--- src/uis_defines.vh ---
// Constants for the UART interrupt status and line format block
`ifndef UIS_DEFINES_VH
`define UIS_DEFINES_VH

// Register indices on the local register port
`define UIS_A_W             3
`define UIS_ADDR_IRQ_SRC    3'h0
`define UIS_ADDR_LINE_FMT   3'h1
`define UIS_ADDR_FIFO_CTRL  3'h2
`define UIS_ADDR_ENH_FEAT   3'h3
`define UIS_ADDR_INT_STAT   3'h4
`define UIS_ADDR_INT_MASK   3'h5

// Reset values
`define UIS_LINE_FMT_RST    8'h00
`define UIS_FIFO_CTRL_RST   8'h00
`define UIS_ENH_FEAT_RST    8'h00
`define UIS_INT_STAT_RST    7'h00
`define UIS_INT_MASK_RST    7'h00
`define UIS_RDATA_RST       8'h00
`define UIS_TX_IDLE         1'b1

// Line format fields
`define UIS_LF_DIV_ACC      7
`define UIS_LF_BREAK        6
`define UIS_LF_PAR_FORCE    5
`define UIS_LF_PAR_EVEN     4
`define UIS_LF_PAR_EN       3
`define UIS_LF_STOP         2
`define UIS_LF_LEN_HI       1
`define UIS_LF_LEN_LO       0
`define UIS_LEN_5           2'h0
`define UIS_BITS_BASE       4'h5

// Stop length in half-bit units
`define UIS_STOP_ONE        3'h2
`define UIS_STOP_ONE_HALF   3'h3
`define UIS_STOP_TWO        3'h4

// FIFO control and enhanced feature fields
`define UIS_FC_EN           0
`define UIS_FC_RX_CLR       1
`define UIS_FC_TX_CLR       2
`define UIS_FC_KEEP_MASK    8'hF9
`define UIS_EF_ENH_EN       4

// Event bit positions in the sticky status and mask
`define UIS_EV_W            7
`define UIS_EV_LINE         0
`define UIS_EV_RXAV         1
`define UIS_EV_RXTO         2
`define UIS_EV_THRE         3
`define UIS_EV_MODEM        4
`define UIS_EV_XOFF         5
`define UIS_EV_FLOW         6

// Source codes in status bits five to zero
`define UIS_CODE_LINE       6'h06
`define UIS_CODE_RXAV       6'h04
`define UIS_CODE_RXTO       6'h0C
`define UIS_CODE_THRE       6'h02
`define UIS_CODE_MODEM      6'h00
`define UIS_CODE_XOFF       6'h10
`define UIS_CODE_FLOW       6'h20
`define UIS_CODE_NONE       6'h01

`endif

--- src/uis_core.v ---
// UART interrupt source priority encoder and line format control
//
// Contract
// RULE_01: Six priority levels; status read returns highest pending source code.
// RULE_02: Lower sources stay hidden while a higher one is pending.
// RULE_03: Line status is top priority with code 000110.
// RULE_04: Rx data available and rx timeout at priority two, codes 000100, 001100.
// RULE_05: Holding empty priority three 000010; modem status priority four 000000.
// RULE_06: Xoff or special char priority five 010000; flow change six 100000.
// RULE_07: Top two status bits read one when FIFOs enabled, else zero.
// RULE_08: Priority five and six bits active only with enhanced enable set.
// RULE_09: Xoff indication stays set until a matching Xon arrives.
// RULE_10: Lowest status bit zero when pending, one when idle and after reset.
// RULE_11: Top format bit opens divisor and enhanced register access; resets zero.
// RULE_12: Break bit forces serial output low until software clears it.
// RULE_13: Parity on bit three; bit four even; bit five forced parity.
// RULE_14: Stop bit control gives one, one and half for 5-bit, or two.
// RULE_15: Low two format bits select 5 to 8 data bits; default 5.
// RULE_16: Bits five and three set, four clear, force parity value one.
// RULE_17: FIFO enable bit must be one for other FIFO control bits to load.
`default_nettype none
`include "uis_defines.vh"

module uis_core (
	input  wire                   I_REF_CLK,
	input  wire                   I_SYS_RST,
	input  wire [`UIS_A_W-1:0]    I_ADDR,
	input  wire [7:0]             I_WDATA,
	input  wire                   I_WR,
	input  wire                   I_RD,
	output reg  [7:0]             O_RDATA,
	input  wire                   I_LINE_STATUS_SRC,
	input  wire                   I_RX_AVAILABLE_SRC,
	input  wire                   I_RX_TIMEOUT_SRC,
	input  wire                   I_TX_HOLDING_EMPTY_SRC,
	input  wire                   I_MODEM_STATUS_SRC,
	input  wire                   I_XOFF_DET,
	input  wire                   I_XON_DET,
	input  wire                   I_SPECIAL_CHAR_SRC,
	input  wire                   I_FLOW_CHANGE_SRC,
	input  wire                   I_TX_SERIAL,
	output reg                    O_SERIAL_TX_OUT,
	output wire                   O_INT,
	output wire                   O_DIV_LATCH_ACCESS,
	output wire [3:0]             O_DATA_BITS,
	output reg  [2:0]             O_STOP_HALVES,
	output wire                   O_PARITY_EN,
	output wire                   O_PARITY_EVEN,
	output wire                   O_PARITY_FORCED,
	output wire                   O_PARITY_FORCE_VAL,
	output wire                   O_FIFO_EN,
	output wire [4:0]             O_FIFO_CFG,
	output reg                    O_RX_FIFO_CLR,
	output reg                    O_TX_FIFO_CLR
);

	reg  [7:0]             line_fmt_r;
	reg  [7:0]             fifo_ctrl_r;
	reg  [7:0]             enh_feat_r;
	reg  [`UIS_EV_W-1:0]   int_stat_r;
	reg  [`UIS_EV_W-1:0]   int_stat_nxt;
	reg  [`UIS_EV_W-1:0]   int_mask_r;
	reg                    xoff_hold_r;
	reg  [5:0]             code;
	reg  [7:0]             rdata_nxt;
	wire [`UIS_EV_W-1:0]   events;
	wire [`UIS_EV_W-1:0]   pend;
	wire                   enh_en;
	wire                   wr_fmt;
	wire                   wr_fifo;
	wire                   wr_enh;
	wire                   wr_stat;
	wire                   wr_mask;
	wire                   fifo_on;
	wire                   any_pend;
	wire [7:0]             irq_source_reg;

	assign wr_fmt  = I_WR && (I_ADDR == `UIS_ADDR_LINE_FMT);
	assign wr_fifo = I_WR && (I_ADDR == `UIS_ADDR_FIFO_CTRL);
	// Enhanced register is hidden unless divisor access is open
	assign wr_enh  = I_WR && (I_ADDR == `UIS_ADDR_ENH_FEAT)
			&& line_fmt_r[`UIS_LF_DIV_ACC]; // RULE_11
	assign wr_stat = I_WR && (I_ADDR == `UIS_ADDR_INT_STAT);
	assign wr_mask = I_WR && (I_ADDR == `UIS_ADDR_INT_MASK);

	assign enh_en  = enh_feat_r[`UIS_EF_ENH_EN];
	assign fifo_on = fifo_ctrl_r[`UIS_FC_EN];

	assign events[`UIS_EV_LINE]  = I_LINE_STATUS_SRC;
	assign events[`UIS_EV_RXAV]  = I_RX_AVAILABLE_SRC;
	assign events[`UIS_EV_RXTO]  = I_RX_TIMEOUT_SRC;
	assign events[`UIS_EV_THRE]  = I_TX_HOLDING_EMPTY_SRC;
	assign events[`UIS_EV_MODEM] = I_MODEM_STATUS_SRC;
	assign events[`UIS_EV_XOFF]  = I_XOFF_DET | I_SPECIAL_CHAR_SRC;
	assign events[`UIS_EV_FLOW]  = I_FLOW_CHANGE_SRC;

	// Sticky status, write one to clear; a new event wins over the clear
	always @* begin
		int_stat_nxt = int_stat_r;
		if (wr_stat) begin
			int_stat_nxt = int_stat_r & ~I_WDATA[`UIS_EV_W-1:0];
		end
		int_stat_nxt = int_stat_nxt | events;
	end

	// Masked pending set; the two enhanced sources need the enable
	assign pend[`UIS_EV_W-3:0] = int_stat_r[`UIS_EV_W-3:0]
			& int_mask_r[`UIS_EV_W-3:0];
	assign pend[`UIS_EV_XOFF] = enh_en && int_mask_r[`UIS_EV_XOFF]
			&& (int_stat_r[`UIS_EV_XOFF] || xoff_hold_r); // RULE_08 RULE_09
	assign pend[`UIS_EV_FLOW] = enh_en && int_mask_r[`UIS_EV_FLOW]
			&& int_stat_r[`UIS_EV_FLOW]; // RULE_08

	assign any_pend = |pend;
	assign O_INT    = any_pend;

	// Fixed priority: the first match hides every lower source
	always @* begin
		if (pend[`UIS_EV_LINE]) begin
			code = `UIS_CODE_LINE; // RULE_03 RULE_01 RULE_02
		end else if (pend[`UIS_EV_RXTO]) begin
			code = `UIS_CODE_RXTO; // RULE_04
		end else if (pend[`UIS_EV_RXAV]) begin
			code = `UIS_CODE_RXAV; // RULE_04
		end else if (pend[`UIS_EV_THRE]) begin
			code = `UIS_CODE_THRE; // RULE_05
		end else if (pend[`UIS_EV_MODEM]) begin
			code = `UIS_CODE_MODEM; // RULE_05
		end else if (pend[`UIS_EV_XOFF]) begin
			code = `UIS_CODE_XOFF; // RULE_06
		end else if (pend[`UIS_EV_FLOW]) begin
			code = `UIS_CODE_FLOW; // RULE_06
		end else begin
			code = `UIS_CODE_NONE; // RULE_10
		end
	end

	assign irq_source_reg = {fifo_on, fifo_on, code}; // RULE_07

	// Line format decode
	assign O_DIV_LATCH_ACCESS = line_fmt_r[`UIS_LF_DIV_ACC]; // RULE_11
	assign O_DATA_BITS = `UIS_BITS_BASE
			+ {2'h0, line_fmt_r[`UIS_LF_LEN_HI:`UIS_LF_LEN_LO]}; // RULE_15
	assign O_PARITY_EN     = line_fmt_r[`UIS_LF_PAR_EN]; // RULE_13
	assign O_PARITY_FORCED = line_fmt_r[`UIS_LF_PAR_EN]
			&& line_fmt_r[`UIS_LF_PAR_FORCE]; // RULE_13
	assign O_PARITY_EVEN   = line_fmt_r[`UIS_LF_PAR_EVEN]; // RULE_13
	// Forced value is the inverse of the even bit
	assign O_PARITY_FORCE_VAL = ~line_fmt_r[`UIS_LF_PAR_EVEN]; // RULE_16

	always @* begin
		if (!line_fmt_r[`UIS_LF_STOP]) begin
			O_STOP_HALVES = `UIS_STOP_ONE; // RULE_14
		end else if (line_fmt_r[`UIS_LF_LEN_HI:`UIS_LF_LEN_LO]
				== `UIS_LEN_5) begin
			O_STOP_HALVES = `UIS_STOP_ONE_HALF; // RULE_14
		end else begin
			O_STOP_HALVES = `UIS_STOP_TWO; // RULE_14
		end
	end

	assign O_FIFO_EN  = fifo_on;
	assign O_FIFO_CFG = fifo_ctrl_r[7:3];

	// Read mux, unmapped addresses read zero
	always @* begin
		case (I_ADDR)
		`UIS_ADDR_IRQ_SRC:   rdata_nxt = irq_source_reg;
		`UIS_ADDR_LINE_FMT:  rdata_nxt = line_fmt_r;
		`UIS_ADDR_FIFO_CTRL: rdata_nxt = fifo_ctrl_r;
		`UIS_ADDR_ENH_FEAT: begin
			rdata_nxt = line_fmt_r[`UIS_LF_DIV_ACC] ?
					enh_feat_r : `UIS_RDATA_RST; // RULE_11
		end
		`UIS_ADDR_INT_STAT:  rdata_nxt = {1'b0, int_stat_r};
		`UIS_ADDR_INT_MASK:  rdata_nxt = {1'b0, int_mask_r};
		default:             rdata_nxt = `UIS_RDATA_RST;
		endcase
	end

	always @(posedge I_REF_CLK) begin
		if (I_SYS_RST) begin
			line_fmt_r      <= `UIS_LINE_FMT_RST;
			fifo_ctrl_r     <= `UIS_FIFO_CTRL_RST;
			enh_feat_r      <= `UIS_ENH_FEAT_RST;
			int_stat_r      <= `UIS_INT_STAT_RST;
			int_mask_r      <= `UIS_INT_MASK_RST;
			xoff_hold_r     <= 1'b0;
			O_RDATA         <= `UIS_RDATA_RST;
			O_SERIAL_TX_OUT <= `UIS_TX_IDLE;
			O_RX_FIFO_CLR   <= 1'b0;
			O_TX_FIFO_CLR   <= 1'b0;
		end else begin
			int_stat_r <= int_stat_nxt;
			// Data only in the cycle after the read strobe
			O_RDATA    <= I_RD ? rdata_nxt : `UIS_RDATA_RST;
			if (wr_fmt) begin
				line_fmt_r <= I_WDATA;
			end
			if (wr_enh) begin
				enh_feat_r <= I_WDATA;
			end
			if (wr_mask) begin
				int_mask_r <= I_WDATA[`UIS_EV_W-1:0];
			end
			// Xoff seen in the same cycle as Xon keeps the hold set
			if (I_XOFF_DET) begin
				xoff_hold_r <= 1'b1; // RULE_09
			end else if (I_XON_DET) begin
				xoff_hold_r <= 1'b0; // RULE_09
			end
			// Clear bits are self-clearing pulses and never stored
			O_RX_FIFO_CLR <= wr_fifo && I_WDATA[`UIS_FC_EN]
					&& I_WDATA[`UIS_FC_RX_CLR]; // RULE_17
			O_TX_FIFO_CLR <= wr_fifo && I_WDATA[`UIS_FC_EN]
					&& I_WDATA[`UIS_FC_TX_CLR]; // RULE_17
			if (wr_fifo) begin
				if (I_WDATA[`UIS_FC_EN]) begin
					fifo_ctrl_r <= I_WDATA & `UIS_FC_KEEP_MASK; // RULE_17
				end else begin
					fifo_ctrl_r <= `UIS_FIFO_CTRL_RST; // RULE_17
				end
			end
			// Break overrides the transmitter for as long as it is set
			O_SERIAL_TX_OUT <= line_fmt_r[`UIS_LF_BREAK] ?
					1'b0 : I_TX_SERIAL; // RULE_12
		end
	end

endmodule // uis_core

`default_nettype wire

--- config.mk ---
export PLATFORM = sky130hd
export DESIGN_NAME = uis_core
export DESIGN_NICKNAME = d
export VERILOG_FILES = /design/src/uis_core.v
export VERILOG_INCLUDE_DIRS = /design/src
export SDC_FILE = /design/constraint.sdc
export NUM_CORES = 1
export LEC_CHECK = 0
export BUFFER_PORTS_ARGS = -buffer_cell sky130_fd_sc_hd__buf_2
export CAP_MARGIN = 30
export CORE_ASPECT_RATIO = 0.6
export CORE_MARGIN = 2
export CORE_UTILIZATION = 47
export DETAILED_ROUTE_END_ITERATION = 6
export PLACE_DENSITY = 0.75
export SKIP_LAST_GASP = 1
export SLEW_MARGIN = 40
export SYNTH_ARGS = -nofsm -noshare
export SYNTH_HDL_FRONTEND = slang
export SYNTH_SLANG_ARGS = --single-unit
--- constraint.sdc ---
create_clock -name I_REF_CLK -period 1.5 [get_ports I_REF_CLK]
set_input_delay 0.075 -clock I_REF_CLK [delete_from_list [all_inputs] [get_ports I_REF_CLK]]
set_output_delay 0.075 -clock I_REF_CLK [all_outputs]
set_load 0.01 [all_outputs]
After elaboration in Yosys (flattened, before gate mapping)
Index checks and enable logic that the tools add are counted.

$add $sub $neg: 1. Multipliers: 0. Divide/modulo/power cells: 0. $lt $le $gt $ge: 0. Eq/ne operators: 5. Shifts and indexed selects: 0. Multiplexer cells: 16. Bitwise operators: 7. Reduce and logical (&&, ||, !) cells: 20.

Operators by type and width (number): $pmux W8 S6 (1); $mux W6 (7); $mux W8 (2); $logic_and A1 B1 Y1 (14); $and A7 B7 Y7 (1); $mux W7 (1); $not A7 Y7 (1); $or A7 B7 Y7 (1); $reduce_or A7 Y1 (1); $eq A3 B2 Y1 const B (2); $eq A3 B3 Y1 const B (2); $mux W3 (2); $and A5 B5 Y5 (1); $add A3 B2 Y4 const A (1); $eq A3 B1 Y1 const B (1); $logic_not A3 Y1 (1); $mux W1 (3); $logic_not A2 Y1 (1); $not A1 Y1 (2); $reduce_bool A2 Y1 (1); $reduce_or A2 Y1 (1); $logic_or A1 B1 Y1 (1); $or A1 B1 Y1 (1).

Register bits: 50. Latch bits: 0. RAM bits: 0. Memory bits (read-only): 0. Bits of input ports: 25. Output and inout bits: 30. Word-level logic and storage cells: 59. Memories kept: 0.

Longest topological paths before layout
Depth in word-level cells: 10. Depth in mapped cells: 6. Gate-level depth less buffers: 4.

Worst setup path before layout
OpenSTA, ideal clock, no wires.

Path type: register to register. Start point: register int_stat_r[1]. End point: register O_RDATA[5]. Library setup time: 0.074 ns. Data arrival time: 1.379 ns. Required time: 1.426 ns. Slack: 0.047 ns. Cell stages (with the launch flop): 5. Buffers on the path: 0. Period minus slack after synthesis: 1.453 ns. Cell sequence: dfxtp_1 > a222oi_1 > nand4b_1 > or3b_1 > a31oi_1.

Longest elaborated chain between the ends: 5.

Ends and longest elaborated chain: from (decl) (line uis_core.v:60) `` reg [`UIS_EV_W-1:0] int_stat_r; ``; from (signal assigned) (line uis_core.v:186) `` int_stat_r <= `UIS_INT_STAT_RST; ``; from (signal assigned) (line uis_core.v:194) `int_stat_r <= int_stat_nxt;`; $and A5 B5 Y5 (line uis_core.v:107) `` assign pend[`UIS_EV_W-3:0] = int_stat_r[`UIS_EV_W-3:0] ``; $mux W6 (line uis_core.v:123) `` end else if (pend[`UIS_EV_RXAV]) begin ``; $mux W6 (line uis_core.v:121) `` end else if (pend[`UIS_EV_RXTO]) begin ``; $mux W6 (line uis_core.v:119) `` if (pend[`UIS_EV_LINE]) begin ``; $pmux W8 S6 (line uis_core.v:167) `case (I_ADDR)`; to (signal assigned) (line uis_core.v:189) `` O_RDATA <= `UIS_RDATA_RST; ``; to (signal assigned) (line uis_core.v:196) `` O_RDATA <= I_RD ? rdata_nxt : `UIS_RDATA_RST; ``; to (decl) (line uis_core.v:31) `output reg [7:0] O_RDATA,`.

No other way between the ends. A chain may end at the register's enable or synchronous reset.

Worst setup path after layout
Start point: register int_mask_r[1]. End point: output O_INT.

Longest elaborated chain between the ends: 2.

Ends and longest elaborated chain: from (decl) (line uis_core.v:62) `` reg [`UIS_EV_W-1:0] int_mask_r; ``; from (signal assigned) (line uis_core.v:187) `` int_mask_r <= `UIS_INT_MASK_RST; ``; from (signal assigned) (line uis_core.v:204) `` int_mask_r <= I_WDATA[`UIS_EV_W-1:0]; ``; $and A5 B5 Y5 (line uis_core.v:107); $reduce_or A7 Y1 (line uis_core.v:114) `assign any_pend = |pend;`; to (decl) (line uis_core.v:43) `output wire O_INT,`.

No other way between the ends.

==> flow_summary.yaml <==
die:
  die_area_um2: 5110
  start_util_pct: 50.4
  core_um2: 4230
  rows: 18
  die_y_um: 56.2
  dieWidth_um: 91
  pin_count: 55
cts:
  path_clk_slew_ns: 0.08
  cts_made_buffers: 5
  htreeDepth: 2
  cts.sinks: 48
  cts_tree: "yes"
  cts_root_buf: "clkbuf_8"
  clk_latency_ns: 0.30
  cts_max_path_buffers: 2
setup_path:
  cp-end-kind: "output pin"
  critPathArrivalTime_ns: 1.53
  crit_fanout: 2
  critical_path_class: "reg -> out"
  setup.worst_path.start_class: "flip-flop"
  cp_data_required_time_ns: 1.42
synth:
  netlist_top_cells_count: "48 x dfxtp_1, 36 x nor2_1, 29 x a21oi_1"
  synth_ff_type: "dfxtp_1"
  synth_top_cell_by_area: "dfxtp_1"
  avgSynthCellArea_um2: 8.40
  async_flop_share_pct: 0
  synth-seq-cells: 48
  synthTopCellsByArea: "dfxtp_1 45%, mux2i_1 7.0%, a21oi_1 6.8%, nor2_1 6.3%, nand2_1 4.6%"
  synth_top_area_share_pct: 45.0
  netlist_area_um2: 2130
  synth_most_common_cell: "dfxtp_1"
  synth_warnings: 0
  yosysUniqueCellTypes: 38
  seq_area_frac_synth_pct: 45.0
  netlist_instances: 254
  synth_edf_count: 0
  synth_fp_nets: 281
timing:
  fmaxAchievable_mhz: 625
  slew_viol_final: 0
  setup_viol_count_final: 2
  hold_violations: 0
  setup_slack_ns: -0.100
  rsz0062_at_grt: "true"
  min_period_ns: 1.60
  skew_ns: 0.00632
  tightestPinTransition_ns: 0.409
  finalCritPeriodShare_pct: 107
  fin_hold_ws_ns: 0.0385
  max_slew_margin_pct: 72.7
finish:
  antenna_cells: 0
  n_fill_cell: 395
  nets: 356
  area_growth_pct: 29.4
  fin_area_um2: 2760
  stdcell_count: 389
  drive_gt1_share_pct: 27.7
  final_core_util_pct: 65.2
detailed_routing:
  post-route-drc-count: 0
  avgRoutedWirePerCell_um: 15.3
  drt_pass1_iterations: 4
  ant_nets: 0
  wirelength_mm: 5.94
  drt_iter0_markers: 167
  viasPerCell: 5.41
  num_vias: 2104
global_route:
  track_usage_pct: 24.0
  antenna_found_initial: 0
  grt_pass1_vias: 1899
  grt_overflow_total: 0
  grt_first_pass_wirelength_mm: 9.66
  grt_max_degree: 41
pwr:
  p_leak_uw: 0.00120
  power_uw: 2350
  power_density_nw_per_um2: 849
  vdd_drop_max_v: 0.000526
hold_path:
  hold_path_class: "in -> reg"
placed_design:
  place_area_um2: 2560
  port_buffers: 54
  place_congestion: 0.890
  dpl.hpwl_mm: 4.25
  place_inst: 371
status:
  status: "finished with violations"
  violations: "setup timing"
flow_run:
  max-cap-violations: 0
==> power breakdown <==
group	leakage [uW]	internal [uW]	switching, uW
Sequential	0.000391	1300	22.0
Combinational	0.000771	129	160
Clock	0.0000410	318	412
==> worst max-delay path, cell delays in order (launching register included) <==
cell	delay (ns)
dfxtp_2	0.32
a222oi_1	0.38
buf_4	0.19
buf_6	0.09
nand4_1	0.08
buf_2	0.16
==> logic make-up (layout without fill, tap and decap cells) <==
| kind of cell | after synthesis | in the layout | synth area share [%] |
|---|---|---|---|
| AND/OR/NAND/NOR | 104 | 104 | 23.2 |
| AO/OA/AOI/OAI | 58 | 58 | 18.1 |
| multiplexers | 16 | 16 | 7.56 |
| buffers and inverters | 26 | 101 | 4.98 |
| flip-flops | 48 | 48 | 45.0 |
| adder cells (fa/ha/maj) | 2 | 2 | 1.17 |
==> layout make-up <==
class	instances	area (um2)	share of cell area [%]
Multi-Input combinational cell	180	1090	39.4
Clock buffer	6	72.6	2.63
Inverter	9	33.8	1.22
Clock inverter	1	5.00	0.181
Timing Repair Buffer	85	527	19.1
Tap cell	60	75.1	2.72
Sequential cell	48	962	34.8
==> path summary, 6_finish.rpt <==
check | slack [ns] | endpoint | start | depth (start not counted)
worst max-delay path | -0.10 | O_INT | int_mask_r[1]$_SDFFE_PP0P_ | 5
worst min-delay path | 0.04 | int_stat_r[0]$_SDFF_PP0_ | I_LINE_STATUS_SRC | 3
worst max register to register | -0.08 | O_RDATA[5]$_SDFF_PP0_ | int_mask_r[1]$_SDFFE_PP0P_ | 5
worst min register to register | 0.46 | enh_feat_r[3]$_SDFFE_PP0P_ | enh_feat_r[3]$_SDFFE_PP0P_ | 2
==> metal layers <==
metal / vias to the layer above / global-route usage (%) / share of wire, %
li1: 1038 / - / -
met1: 963 / 36.3 / 48
met2: 95 / 33.7 / 42
met5: - / 0 / 0
met3: 8 / 6.23 / 9.3
met4: 0 / 6.28 / 0.86
==> flip-flops by register name, indices dropped and copies added (netlist names) <==
register / flops
fifo_ctrl_r: 6
O_TX_FIFO_CLR: 1
xoff_hold_r: 1
O_RDATA: 8
int_mask_r: 7
int_stat_r: 7
O_RX_FIFO_CLR: 1
O_SERIAL_TX_OUT: 1
line_fmt_r: 8
enh_feat_r: 8
==> through the flow <==
step / worst slack [ns] / setup TNS (ns)
after floorplan: 0.0466 / 0
after global placement: -0.0439 / -0.0439
after detailed placement: -0.0799 / -0.0799
after CTS: -0.0205 / -0.0205
after global routing: -0.166 / -0.313
final: -0.100 / -0.184
==> placed cells by master, fill, tap and decap left out, types with 2 or more instances in the layout <==
cell type	instances
nand2b_1	5
a22oi_1	8
ha_1	2
dfxtp_1	47
a21oi_1	29
buf_2	54
mux2i_1	15
o32ai_1	2
o221a_2	3
nand3_1	19
dlygate4sd3_1	8
nor2_1	35
and2_1	2
o21ai_0	2
nor2b_1	6
inv_1	9
clkbuf_8	5
a32oi_1	3
buf_4	22
a21o_1	2
and4b_1	3
nand2_1	26
==> timing repair <==
| item | 4_1_cts | 5_1_grt |
|---|---|---|
| endpoints found under the setup margin | 2 | 3 |
| gates cloned | 0 | 0 |
| pin swaps | 1 | 2 |
| gates resized for setup | 2 | 3 |
| hold buffers | 8 | 0 |
| buffers inserted | 3 | 0 |
| endpoints found under the hold margin | 8 | 0 |
Note: power is estimated with default switching activity, not from simulation.
